$ cat config.mk
export PLATFORM = sky130hd
export DESIGN_NAME = ial_core
export DESIGN_NICKNAME = d
export VERILOG_FILES = /design/src/design/ial_pkg.sv /design/src/design/ial_incr.sv /design/src/design/ial_core.sv
export SDC_FILE = /design/constraint.sdc
export NUM_CORES = 1
export LEC_CHECK = 0
export BUFFER_PORTS_ARGS = -buffer_cell sky130_fd_sc_hd__buf_2
export CORE_UTILIZATION = 47
export CTS_BUF_LIST = sky130_fd_sc_hd__clkbuf_8 sky130_fd_sc_hd__clkbuf_16
export CTS_CLUSTER_SIZE = 30
export DETAILED_ROUTE_END_ITERATION = 7
export PLACE_DENSITY = 0.78
export SKIP_CTS_REPAIR_TIMING = 1
export SYNTH_ARGS = -nofsm -noshare
export SYNTH_HDL_FRONTEND = slang
export SYNTH_SLANG_ARGS = --single-unit
$ cat constraint.sdc
create_clock -name clk -period 2.01 [get_ports clk]
set_clock_uncertainty 0.15 [all_clocks]
set_input_delay 0.3015 -clock clk [delete_from_list [all_inputs] [get_ports clk]]
set_output_delay 0.3015 -clock clk [all_outputs]
set_load 0.05 [all_outputs]
$ cat src/design/ial_pkg.sv
/*
 * shared constants and carrier types for the increment / or-literal
 * datapath.
 * assumes an 8-bit core with a single clock and a register file that
 * answers a read address in the same cycle.
 */
package ial_pkg;

    localparam int          DATA_W      = 8;
    localparam logic        DEST_W      = 1'b0;  // result to accumulator
    localparam logic        DEST_F      = 1'b1;  // result back to file
    localparam logic [7:0]  W_RST       = 8'h00;
    localparam logic [7:0]  ADDR_RST    = 8'h00;
    localparam logic [7:0]  DATA_ALL1   = 8'hff;
    localparam logic [7:0]  DATA_ZERO   = 8'h00;

    // instruction selector handed over by decode
    typedef enum logic [1:0]
    {
        increment_file_op              = 2'h0,
        increment_skip_on_zero_op      = 2'h1,
        or_literal_into_accumulator_op = 2'h2
    } ial_op_t;

    // sequencer states, gray along idle -> read -> nop
    typedef enum logic [1:0]
    {
        ST_IDLE = 2'b00,
        ST_READ = 2'b01,
        ST_NOP  = 2'b11
    } ial_state_t;

    typedef struct packed
    {
        ial_op_t     op;
        logic [7:0]  addr;
        logic        dest;
        logic [7:0]  lit;
    } ial_req_t;

    typedef struct packed
    {
        logic        we;
        logic [7:0]  addr;
        logic [7:0]  data;
    } ial_fwr_t;

endpackage : ial_pkg

$ cat src/design/ial_incr.sv
/*
 * wrapping incrementer with zero detect.
 * assumes its operand is stable for the cycle; purely combinational.
 */
`timescale 1ns/1ps
module ial_incr
#(
    parameter int WIDTH = ial_pkg::DATA_W
)
(
    input  wire logic [WIDTH-1:0] operand,
    output wire logic [WIDTH-1:0] sum,
    output wire logic             is_zero
);
    import ial_pkg::*;

    // carry out is dropped on purpose so all ones wraps to zero
    assign sum     = WIDTH'(operand + 1'b1);
    assign is_zero = (sum == '0);

endmodule : ial_incr

$ cat src/design/ial_core.sv
/*
 * execution datapath for increment-file, increment-skip-on-zero and
 * or-literal-into-accumulator. holds the accumulator and drives file
 * writes, the zero flag update and the skip request to fetch.
 * assumes decode holds req stable while req_valid is high and the
 * register file returns file_rd_data combinationally from file_rd_addr.
 */
`timescale 1ns/1ps
module ial_core
(
    input  wire logic              clk,
    input  wire logic              reset_n,
    input  wire logic              req_valid,
    input  wire ial_pkg::ial_req_t req,
    output logic                   req_ready,
    output logic [7:0]             file_rd_addr,
    input  wire logic [7:0]        file_rd_data,
    output ial_pkg::ial_fwr_t      file_wr,
    output logic [7:0]             w_data,
    output logic                   zero_we,
    output logic                   zero_val,
    output logic                   skip_next,
    output logic                   done
);
    import ial_pkg::*;

    ////////////////////////////////////////////////////////////////////
    // state and registers

    ial_state_t  state_q;
    ial_state_t  state_d;
    logic        ready_q;
    ial_op_t     op_q;
    logic        dest_q;
    logic [7:0]  addr_q;
    logic [7:0]  w_q;
    logic [7:0]  w_d;
    ial_fwr_t    fwr_q;
    ial_fwr_t    fwr_d;
    logic        zwe_q;
    logic        zval_q;
    logic        skip_q;
    logic        done_q;

    ////////////////////////////////////////////////////////////////////
    // decode and datapath

    wire         take;
    wire         take_or;
    wire         in_read;
    wire         is_skip_op;
    wire         do_skip;
    wire [7:0]   req_lit;
    wire [7:0]   or_res;
    wire [7:0]   incr_sum;
    wire         incr_zero;

    // requests are only taken while idle, so decode stalls on req_ready
    assign take       = req_valid & ready_q;
    assign take_or    = take & (req.op == or_literal_into_accumulator_op);
    assign in_read    = (state_q == ST_READ);
    assign is_skip_op = (op_q == increment_skip_on_zero_op);
    assign do_skip    = in_read & is_skip_op & incr_zero;
    assign req_lit    = req.lit;
    assign or_res     = w_q | req_lit;

    // the file operand is read one cycle after the address is latched
    ial_incr
    #(
        .WIDTH   (DATA_W)
    )
    ial_incr_inst
    (
        .operand (file_rd_data),
        .sum     (incr_sum),
        .is_zero (incr_zero)
    );

    // next state: literal op never leaves idle, skip adds a nop cycle
    always_comb
    begin
        state_d = state_q;
        unique case (state_q)
            ST_IDLE:
            begin
                if (take && !take_or)
                    state_d = ST_READ;
            end
            ST_READ:
            begin
                state_d = do_skip ? ST_NOP : ST_IDLE;
            end
            ST_NOP:
            begin
                state_d = ST_IDLE;
            end
            default:
            begin
                state_d = ST_IDLE;
            end
        endcase
    end

    // accumulator and file write selection by destination bit
    always_comb
    begin
        w_d  = w_q;
        fwr_d = '{we: 1'b0, addr: addr_q, data: incr_sum};
        if (take_or)
            w_d = or_res;
        else if (in_read && dest_q == DEST_W)
            w_d = incr_sum;
        if (in_read && dest_q == DEST_F)
            fwr_d.we = 1'b1;
    end

    ////////////////////////////////////////////////////////////////////
    // registers

    // sequencer and request capture
    always_ff @(posedge clk or negedge reset_n)
    begin
        if (!reset_n)
        begin
            state_q <= ST_IDLE;
            ready_q <= 1'b1;
            op_q    <= increment_file_op;
            dest_q  <= DEST_W;
            addr_q  <= ADDR_RST;
        end
        else
        begin
            state_q <= state_d;
            ready_q <= (state_d == ST_IDLE);
            if (take)
            begin
                op_q   <= req.op;
                dest_q <= req.dest;
                addr_q <= req.addr;
            end
        end
    end

    // results; only the or-literal op reaches the zero flag
    always_ff @(posedge clk or negedge reset_n)
    begin
        if (!reset_n)
        begin
            w_q    <= W_RST;
            fwr_q  <= '{we: 1'b0, addr: ADDR_RST, data: DATA_ZERO};
            zwe_q  <= 1'b0;
            zval_q <= 1'b0;
            skip_q <= 1'b0;
            done_q <= 1'b0;
        end
        else
        begin
            w_q    <= w_d;
            fwr_q  <= fwr_d;
            zwe_q  <= take_or;
            zval_q <= (or_res == DATA_ZERO);
            skip_q <= do_skip;
            done_q <= take_or | in_read;
        end
    end

    assign req_ready    = ready_q;
    assign file_rd_addr = addr_q;
    assign file_wr      = fwr_q;
    assign w_data       = w_q;
    assign zero_we      = zwe_q;
    assign zero_val     = zval_q;
    assign skip_next    = skip_q;
    assign done         = done_q;
endmodule : ial_core

=== After elaboration in Yosys (flattened, before gate mapping) ===
Index checks and enable logic that the tools add are counted.

* Register bits after elaboration: 43
* Input bits: 30
* Output and inout bits: 38
* Logic and storage cells: 39

* Add/subtract/negate cells: 1
* Eq/ne operators: 3
* Mux-type cells: 6
* Bitwise gates (word level): 7
* Reduce and logical (&&, ||, !) cells: 9

{| class="wikitable"
|+ Operators with widths
! kind !! number
|-
| $logic_not 8->1 || 2
|-
| $mux 8 || 2
|-
| $add 8x1->8 const B || 1
|-
| $or 8x8->8 || 1
|-
| $and 1x1->1 || 4
|-
| $eq 2x1->1 const B || 2
|-
| $logic_not 2->1 || 2
|-
| $mux 2 || 2
|-
| $pmux 2 s2 || 1
|-
| $logic_and 1x1->1 || 3
|-
| $eq 2x2->1 const B || 1
|-
| $reduce_bool 2->1 || 1
|-
| $logic_not 1->1 || 1
|-
| $mux 1 || 1
|-
| $not 1->1 || 1
|-
| $or 1x1->1 || 1
|}

=== Logic depth before layout (Yosys ltp) ===
Gate-level depths: netlist (run 1).

* Depth in word-level cells: 7
* Gate-level depth with buffers: 5
* Mapped depth without buffers: 5

=== Modules after synthesis ===
From an unflattened synthesis (run 1), not the netlist that was laid out.

* Cell total of the unflattened synthesis: 137
* Area, all modules: 1,785.5 sq um

{| class="wikitable"
|+ By module, submodules not included
! module !! instances !! cells each !! area an instance (sq um) !! sequential area each (sq um)
|-
| ial_core || 1 || 117 || 1,632.8 || 1,077.3
|-
| ial_incr || 1 || 20 || 152.6 || 0.0
|}

=== Worst setup path after synthesis (run 1) ===
OpenSTA, ideal clock, no wires.

* Kind: register to register
* Start: register ready_q, in the netlist req_ready
* End: register w_q[7], in the netlist w_data[7]
* Library setup time: 0.139 ns
* Arrival time: 1.494 ns
* Required time: 1.721 ns
* Path slack: 0.228 ns
* Stages on the path, launching flop included: 6
* Buffers on the path: 1
* Clock period less this slack: 1.782 ns
* Cell sequence: dfstp_2 nand4b_1 buf_2 or2_2 a21oi_1 a21oi_1

* Longest elaborated chain between the ends: 3
* Elaborated cells between the ends (all ways): 4
* Those cells by class: mux (1); bitwise (2); reduce/logical (1)

{| class="wikitable"
|+ RTL lines
! element !! RTL line !! text
|-
| start: declaration || ial_core.sv:32 || <nowiki>logic ready_q;</nowiki>
|-
| start signal: assignment || ial_core.sv:134 || <nowiki>ready_q <= (state_d == ST_IDLE);</nowiki>
|-
| $and 1x1->1 * || ial_core.sv:59 || <nowiki>assign take = req_valid & ready_q;</nowiki>
|-
| $and 1x1->1 * || ial_core.sv:60 || <nowiki>assign take_or = take & (req.op == or_literal_into_accumulator_op);</nowiki>
|-
| $mux 8 / $reduce_bool 2->1 (equally long branches) || -- ||
|-
| end signal: assignment || ial_core.sv:158 || <nowiki>w_q <= w_d;</nowiki>
|-
| end: declaration || ial_core.sv:36 || <nowiki>logic [7:0] w_q;</nowiki>
|}

Every way passes the cells marked *; elsewhere a longest branch is shown, timed or not.
A chain may end at the register's enable or synchronous reset.

=== Worst setup path after layout (run 1) ===
Ends and elaborated chain as after synthesis.

==> flow_summary.ini, run 1 <==
[clock_network]
clock_latency_ns = 0.29
htree_levels = 2
cts_sinks = 43
cts_made_buffers = 5
path_clk_slew_ns = 0.08
clock_path_buffers = 2
cts-root-buf = clkbuf_8
cts_tree = yes

[global_routing]
grt_pass1_wl_mm = 6.10
grt_max_degree = 25
grt_pass1_vias = 1291
antenna_found_initial = 0
track_usage = 0.207
overflow = 0

[timing]
worst_pin_slew_ns = 0.581
slew_headroom = 0.603
fin_tns_setup_ns = 0
grt_setup_unrepaired = no
setup_viol = 0
finalMaxSlewViolations = 0
period_share = 0.874
fmax_ghz = 0.569
hold_viol = 0
fin_crit_ns = 1.76

[synthesis]
yosysTopAreaCellShare = 0.615
synth_nets = 163
synth_top_cell_by_area = dfrtp_1
netlist_instances = 131
syn_area_um2 = 1710
ys_ff_latch = 43
synth_area_leaders = dfrtp_1 62%, mux2_2 6.6%, buf_4 3.5%, o22a_1 2.6%, o21a_1 2.2%
postSynthAreaPerCell_um2 = 13.0
ys_seq_area_frac = 0.631
synthDistinctLibCells = 32
ys_warn_count = 0

[drt]
ant_nets = 0
wire_per_inst_um = 14.8
first_pass_iters = 5
dr_total_vias = 1284
drt_iter0_drc = 20
routed_via_density = 5.20
drc = 0
routed_wl_mm = 3.66

[critical_path]
r2r_slack_ns = 0.25
start_kind = flip-flop
regToRegStartpoint = req_ready
cpMaxStageDelayCell = dfstp_2
crit_path_end_kind = flip-flop
crit_top_cell = a21oi_1
reg2reg_to = w_data[7]
setup.worst_path.class = flip-flop to flip-flop
critical_path.top_delay_family = simple AND/OR/NAND/NOR gates
path_buf_inv = 0
cp_cell_sequence = nand4b_1, or2_2, a21oi_1, a21oi_1
critPathArrivalTime_ns = 1.75
critPathMaxStageDelay_ns = 0.56
rr_worst_depth = 4
required_ns = 2.01
cp_max_fo = 8

[die]
die_y_um = 62.3
core_um2 = 3420
initial_core_util = 0.500
die-area_um2 = 3880
rows = 21
die_w_um = 62.3
ios = 68

[min_path]
holdPathEnd = file_rd_addr[0]
hold_depth = 2
min_path_type = primary input to flip-flop
min-delay-start = req[9]

[status]
outcome = complete, no violations

[finish]
antenna_cells = 0
final_cell_mix = 67 x buf_2, 42 x dfrtp_1, 10 x mux2_2
area_growth_pct = 26.8
nNetsFinal = 233
final_cells = 247
mostFrequentLayoutCell = buf_2
fillers = 288
drive_above_1_share = 0.483

[placement]
place_congestion = 0.754
portBuffers = 67
hpwlAfterDp_mm = 2.86
post-place-cells = 239

[flow_run]
cap_violations = 0

[power]
vdd_drop_max_mv = 0.737
leakage_nw = 1.06
cellPowerDensity_nw_per_um2 = 1100
[cell type report]
| cell class | count | area, µm² | area share |
|---|---|---|---|
| multi-input cells | 72 | 538 | 0.248 |
| well taps | 46 | 57.6 | 0.0266 |
| repair buffers | 73 | 383 | 0.177 |
| clock buffers | 6 | 82.6 | 0.0381 |
| flip-flops and latches | 43 | 1080 | 0.497 |
| clock inverters | 1 | 5.00 | 0.00231 |
| inverters | 6 | 22.5 | 0.0104 |
[layer usage]
layer | global-route usage | up-vias | wire length [µm]
met3 | 0.0551 | 6 | 227
li1 | - | 593 | -
met5 | 0 | - | 0
met1 | 0.248 | 627 | 1490
met4 | 0.0843 | 0 | 51
met2 | 0.353 | 58 | 1890
[synth_stat cells (all sizes together)]
cell and number:
nand3 3, o21a 5, and4 2, nand2b 1
nand4 1, mux2 10, ha 2, or2 3
o22a 5, xnor2 4, or3 2, dfstp 1
nand2 8, inv 6, o21ai 4, a31o 1
nor3 3, a21oi 6, dfrtp 42, nor4 5
buf 10, nor2b 1, and2 1, a31oi 1
a2111oi 1, nand4b 1, and4b 2
[cells by family after synthesis]
logic type	Yosys count	synth area share
simple gates	33	0.121
mux	10	0.0659
flops	43	0.631
xor+xnor	4	0.0205
buf+inv	16	0.0542
compound gates	23	0.0930
fa+ha+maj	2	0.0146
[per-stage QoR]
stage	total power [W]	utilization	cell area [µm²]	hold WS (ns)	setup slack (ns)
final	0.00237	0.634	2170	0.0914	0.253
after global placement	0.00183	0.605	2070	0.139	0.264
after global routing	0.00249	0.634	2170	0.0893	0.150
after floorplan	0.00167	-	1710	-0.144	0.228
after CTS	0.00239	0.631	2160	-0.161	0.248
after detailed placement	0.00186	0.605	2070	0.153	0.195
[worst reg2reg max path: cells and delay by family (launching register included)]
| kind | cells | cell delay (ns) |
|---|---|---|
| compound gates | 2 | 0.23 |
| simple gates | 2 | 0.68 |
| flops | 1 | 0.56 |
[where the power goes]
group	internal [W]	leakage, nW	total, W	switching [W]
Sequential	0.000993	0.506	0.00107	0.0000771
Combinational	0.000193	0.504	0.000770	0.000576
Clock	0.000269	0.0470	0.000532	0.000263
Total	0.00146	1.06	0.00237	0.000917
[sequential cells by signal (all words and copies together), names as in the netlist, 2 cells and up]
signal,count
file_rd_addr,8
file_wr,17
op_q,2
state_q,2
w_data,8
[worst max-delay path by stage]
stage          slack, ns            start          to  cells past startpoint
5_1_grt             0.15        req_ready   w_data[7]                      4
6_report            0.25        req_ready   w_data[7]                      4
4_1_cts             0.25        req_ready   w_data[7]                      4
3_5_place_dp        0.20  file_rd_data[0]  state_q[0]                      6
3_3_place_gp        0.26  file_rd_data[0]  state_q[0]                      6
2_1_floorplan       0.23        req_ready   w_data[7]                      5
Note: power is estimated with default switching activity, not from simulation.
==> run 2: changes to the inputs <==
Settings changed: BUFFER_PORTS_ARGS -buffer_cell sky130_fd_sc_hd__buf_2 to -buffer_cell sky130_fd_sc_hd__clkbuf_2, CORE_UTILIZATION 47 to 51, PLACE_DENSITY 0.78 to 0.83, REMOVE_ABC_BUFFERS set to 1.
Clock period 2.01 ns to 2.1 ns, I/O delays scaled along.
==> run 2 against run 1 <==
Net effect:
- register-to-register slack got worse by 0.05 ns
- sequential share of layout area down 0.40 points
- global-route usage is 0.38 points higher
- die area is 7.6% lower
- flip-flop and latch count is the same
- fmax down 7.6%
- non-clock buffer count down 1
- combinational power shrank 5.1%
- total power fell by 0.91%
==> flow_summary.ini, run 2 (synthesis gave the netlist of run 1 again) <==
[drt]
routed_wl_mm = 3.36
ant_nets = 0
dr_total_vias = 1236
drc = 0
wire_per_inst_um = 13.8
drt_iter0_drc = 29
first_pass_iters = 4
routed_via_density = 5.07

[clock_network]
cts_tree = yes
cts-root-buf = clkbuf_8
cts_made_buffers = 5
clock_latency_ns = 0.29
htree_levels = 2
path_clk_slew_ns = 0.07
cts_sinks = 43
clock_path_buffers = 2

[timing]
period_share = 0.905
slew_headroom = 0.602
finalMaxSlewViolations = 0
setup_viol = 0
fin_tns_setup_ns = 0
fin_crit_ns = 1.90
grt_setup_unrepaired = no
hold_viol = 0
fmax_ghz = 0.526
worst_pin_slew_ns = 0.596

[power]
cellPowerDensity_nw_per_um2 = 1080
leakage_nw = 1.08
power.total_w = 0.00235
vdd_drop_max_mv = 0.767

[die]
die-area_um2 = 3580
die_w_um = 59.9
die_y_um = 59.9
ios = 68
core_um2 = 3100
initial_core_util = 0.550
rows = 20

[finish]
largest_reg_flops = 17
drive_above_1_share = 0.475
multiInputGateArea_um2 = 538
nNetsFinal = 232
final_cell_mix = 67 x clkbuf_2, 42 x dfrtp_1, 10 x mux2_2
final_cells = 244
fin_util = 0.704
fillers = 235
seqCellArea_um2 = 1080
mostFrequentLayoutCell = clkbuf_2
antenna_cells = 0
area_growth_pct = 27.8

[min_path]
min_path_type = primary input to flip-flop

[placement]
portBuffers = 67
hpwlAfterDp_mm = 2.61
post-place-cells = 236
place_congestion = 0.772

[critical_path]
crit_path_end_kind = flip-flop
critPathArrivalTime_ns = 1.92
setup.worst_path.class = flip-flop to flip-flop
cp_max_fo = 12
start_kind = flip-flop
required_ns = 2.12

[flow_run]
cap_violations = 0

[global_routing]
grt_max_degree = 23
track_usage = 0.211
antenna_found_initial = 0
grt_pass1_vias = 1167
overflow = 0
grt_pass1_wl_mm = 5.34

[status]
outcome = complete, no violations
==> run 2: layout make-up <==
class                   instances  share of cell area
clock buffers                   5              0.0315
flip-flops and latches         43               0.493
multi-input cells              72               0.246
repair buffers                 72               0.178
clock inverters                 2              0.0155
well taps                      44              0.0252
inverters                       6              0.0103
==> run 2: path summary, 6_finish.rpt <==
check                                start              end  slack (ns)  depth (start not counted)
max                              req_ready        w_data[2]        0.20                          4
min                                req[15]  file_rd_addr[6]        0.11                          2
max reg2reg                      req_ready        w_data[2]        0.20                          4
min reg2reg                file_rd_addr[6]      file_wr[14]        0.25                          0
max in group asynchronous          reset_n        req_ready        0.77                          3
min in group asynchronous          reset_n          zero_we        0.43                          2
==> run 2: routing by layer <==
layer  wire length [µm]  GRT usage  up-vias  share of wire
met5                  0          0        -              0
met4                 34     0.0598        0          0.010
met3                204     0.0628        5          0.061
met2               1660      0.359       58           0.49
met1               1460      0.259      579           0.44
li1                   -          -      594              -
==> run 2: worst max-delay path: stages (launching register included) <==
cell and delay, ns:
dfstp_2 0.54, nand4b_1 0.42, or2_2 0.46, a21oi_1 0.16
a21oi_1 0.05
==> run 2: stage by stage <==
step / instance area [µm²] / hold slack [ns] / setup WS [ns]
after floorplan: 1640 / -0.131 / 0.186
after global placement: 2070 / 0.177 / 0.268
after detailed placement: 2070 / 0.190 / 0.207
after CTS: 2170 / -0.121 / 0.205
after global routing: 2180 / 0.105 / 0.0371
final: 2180 / 0.109 / 0.199
==> run 2: report_power, final <==
group / internal, W / leakage, nW / switching, W
Combinational: 0.000183 / 0.518 / 0.000548
Clock: 0.000343 / 0.0554 / 0.000246
Sequential: 0.000950 / 0.506 / 0.0000793
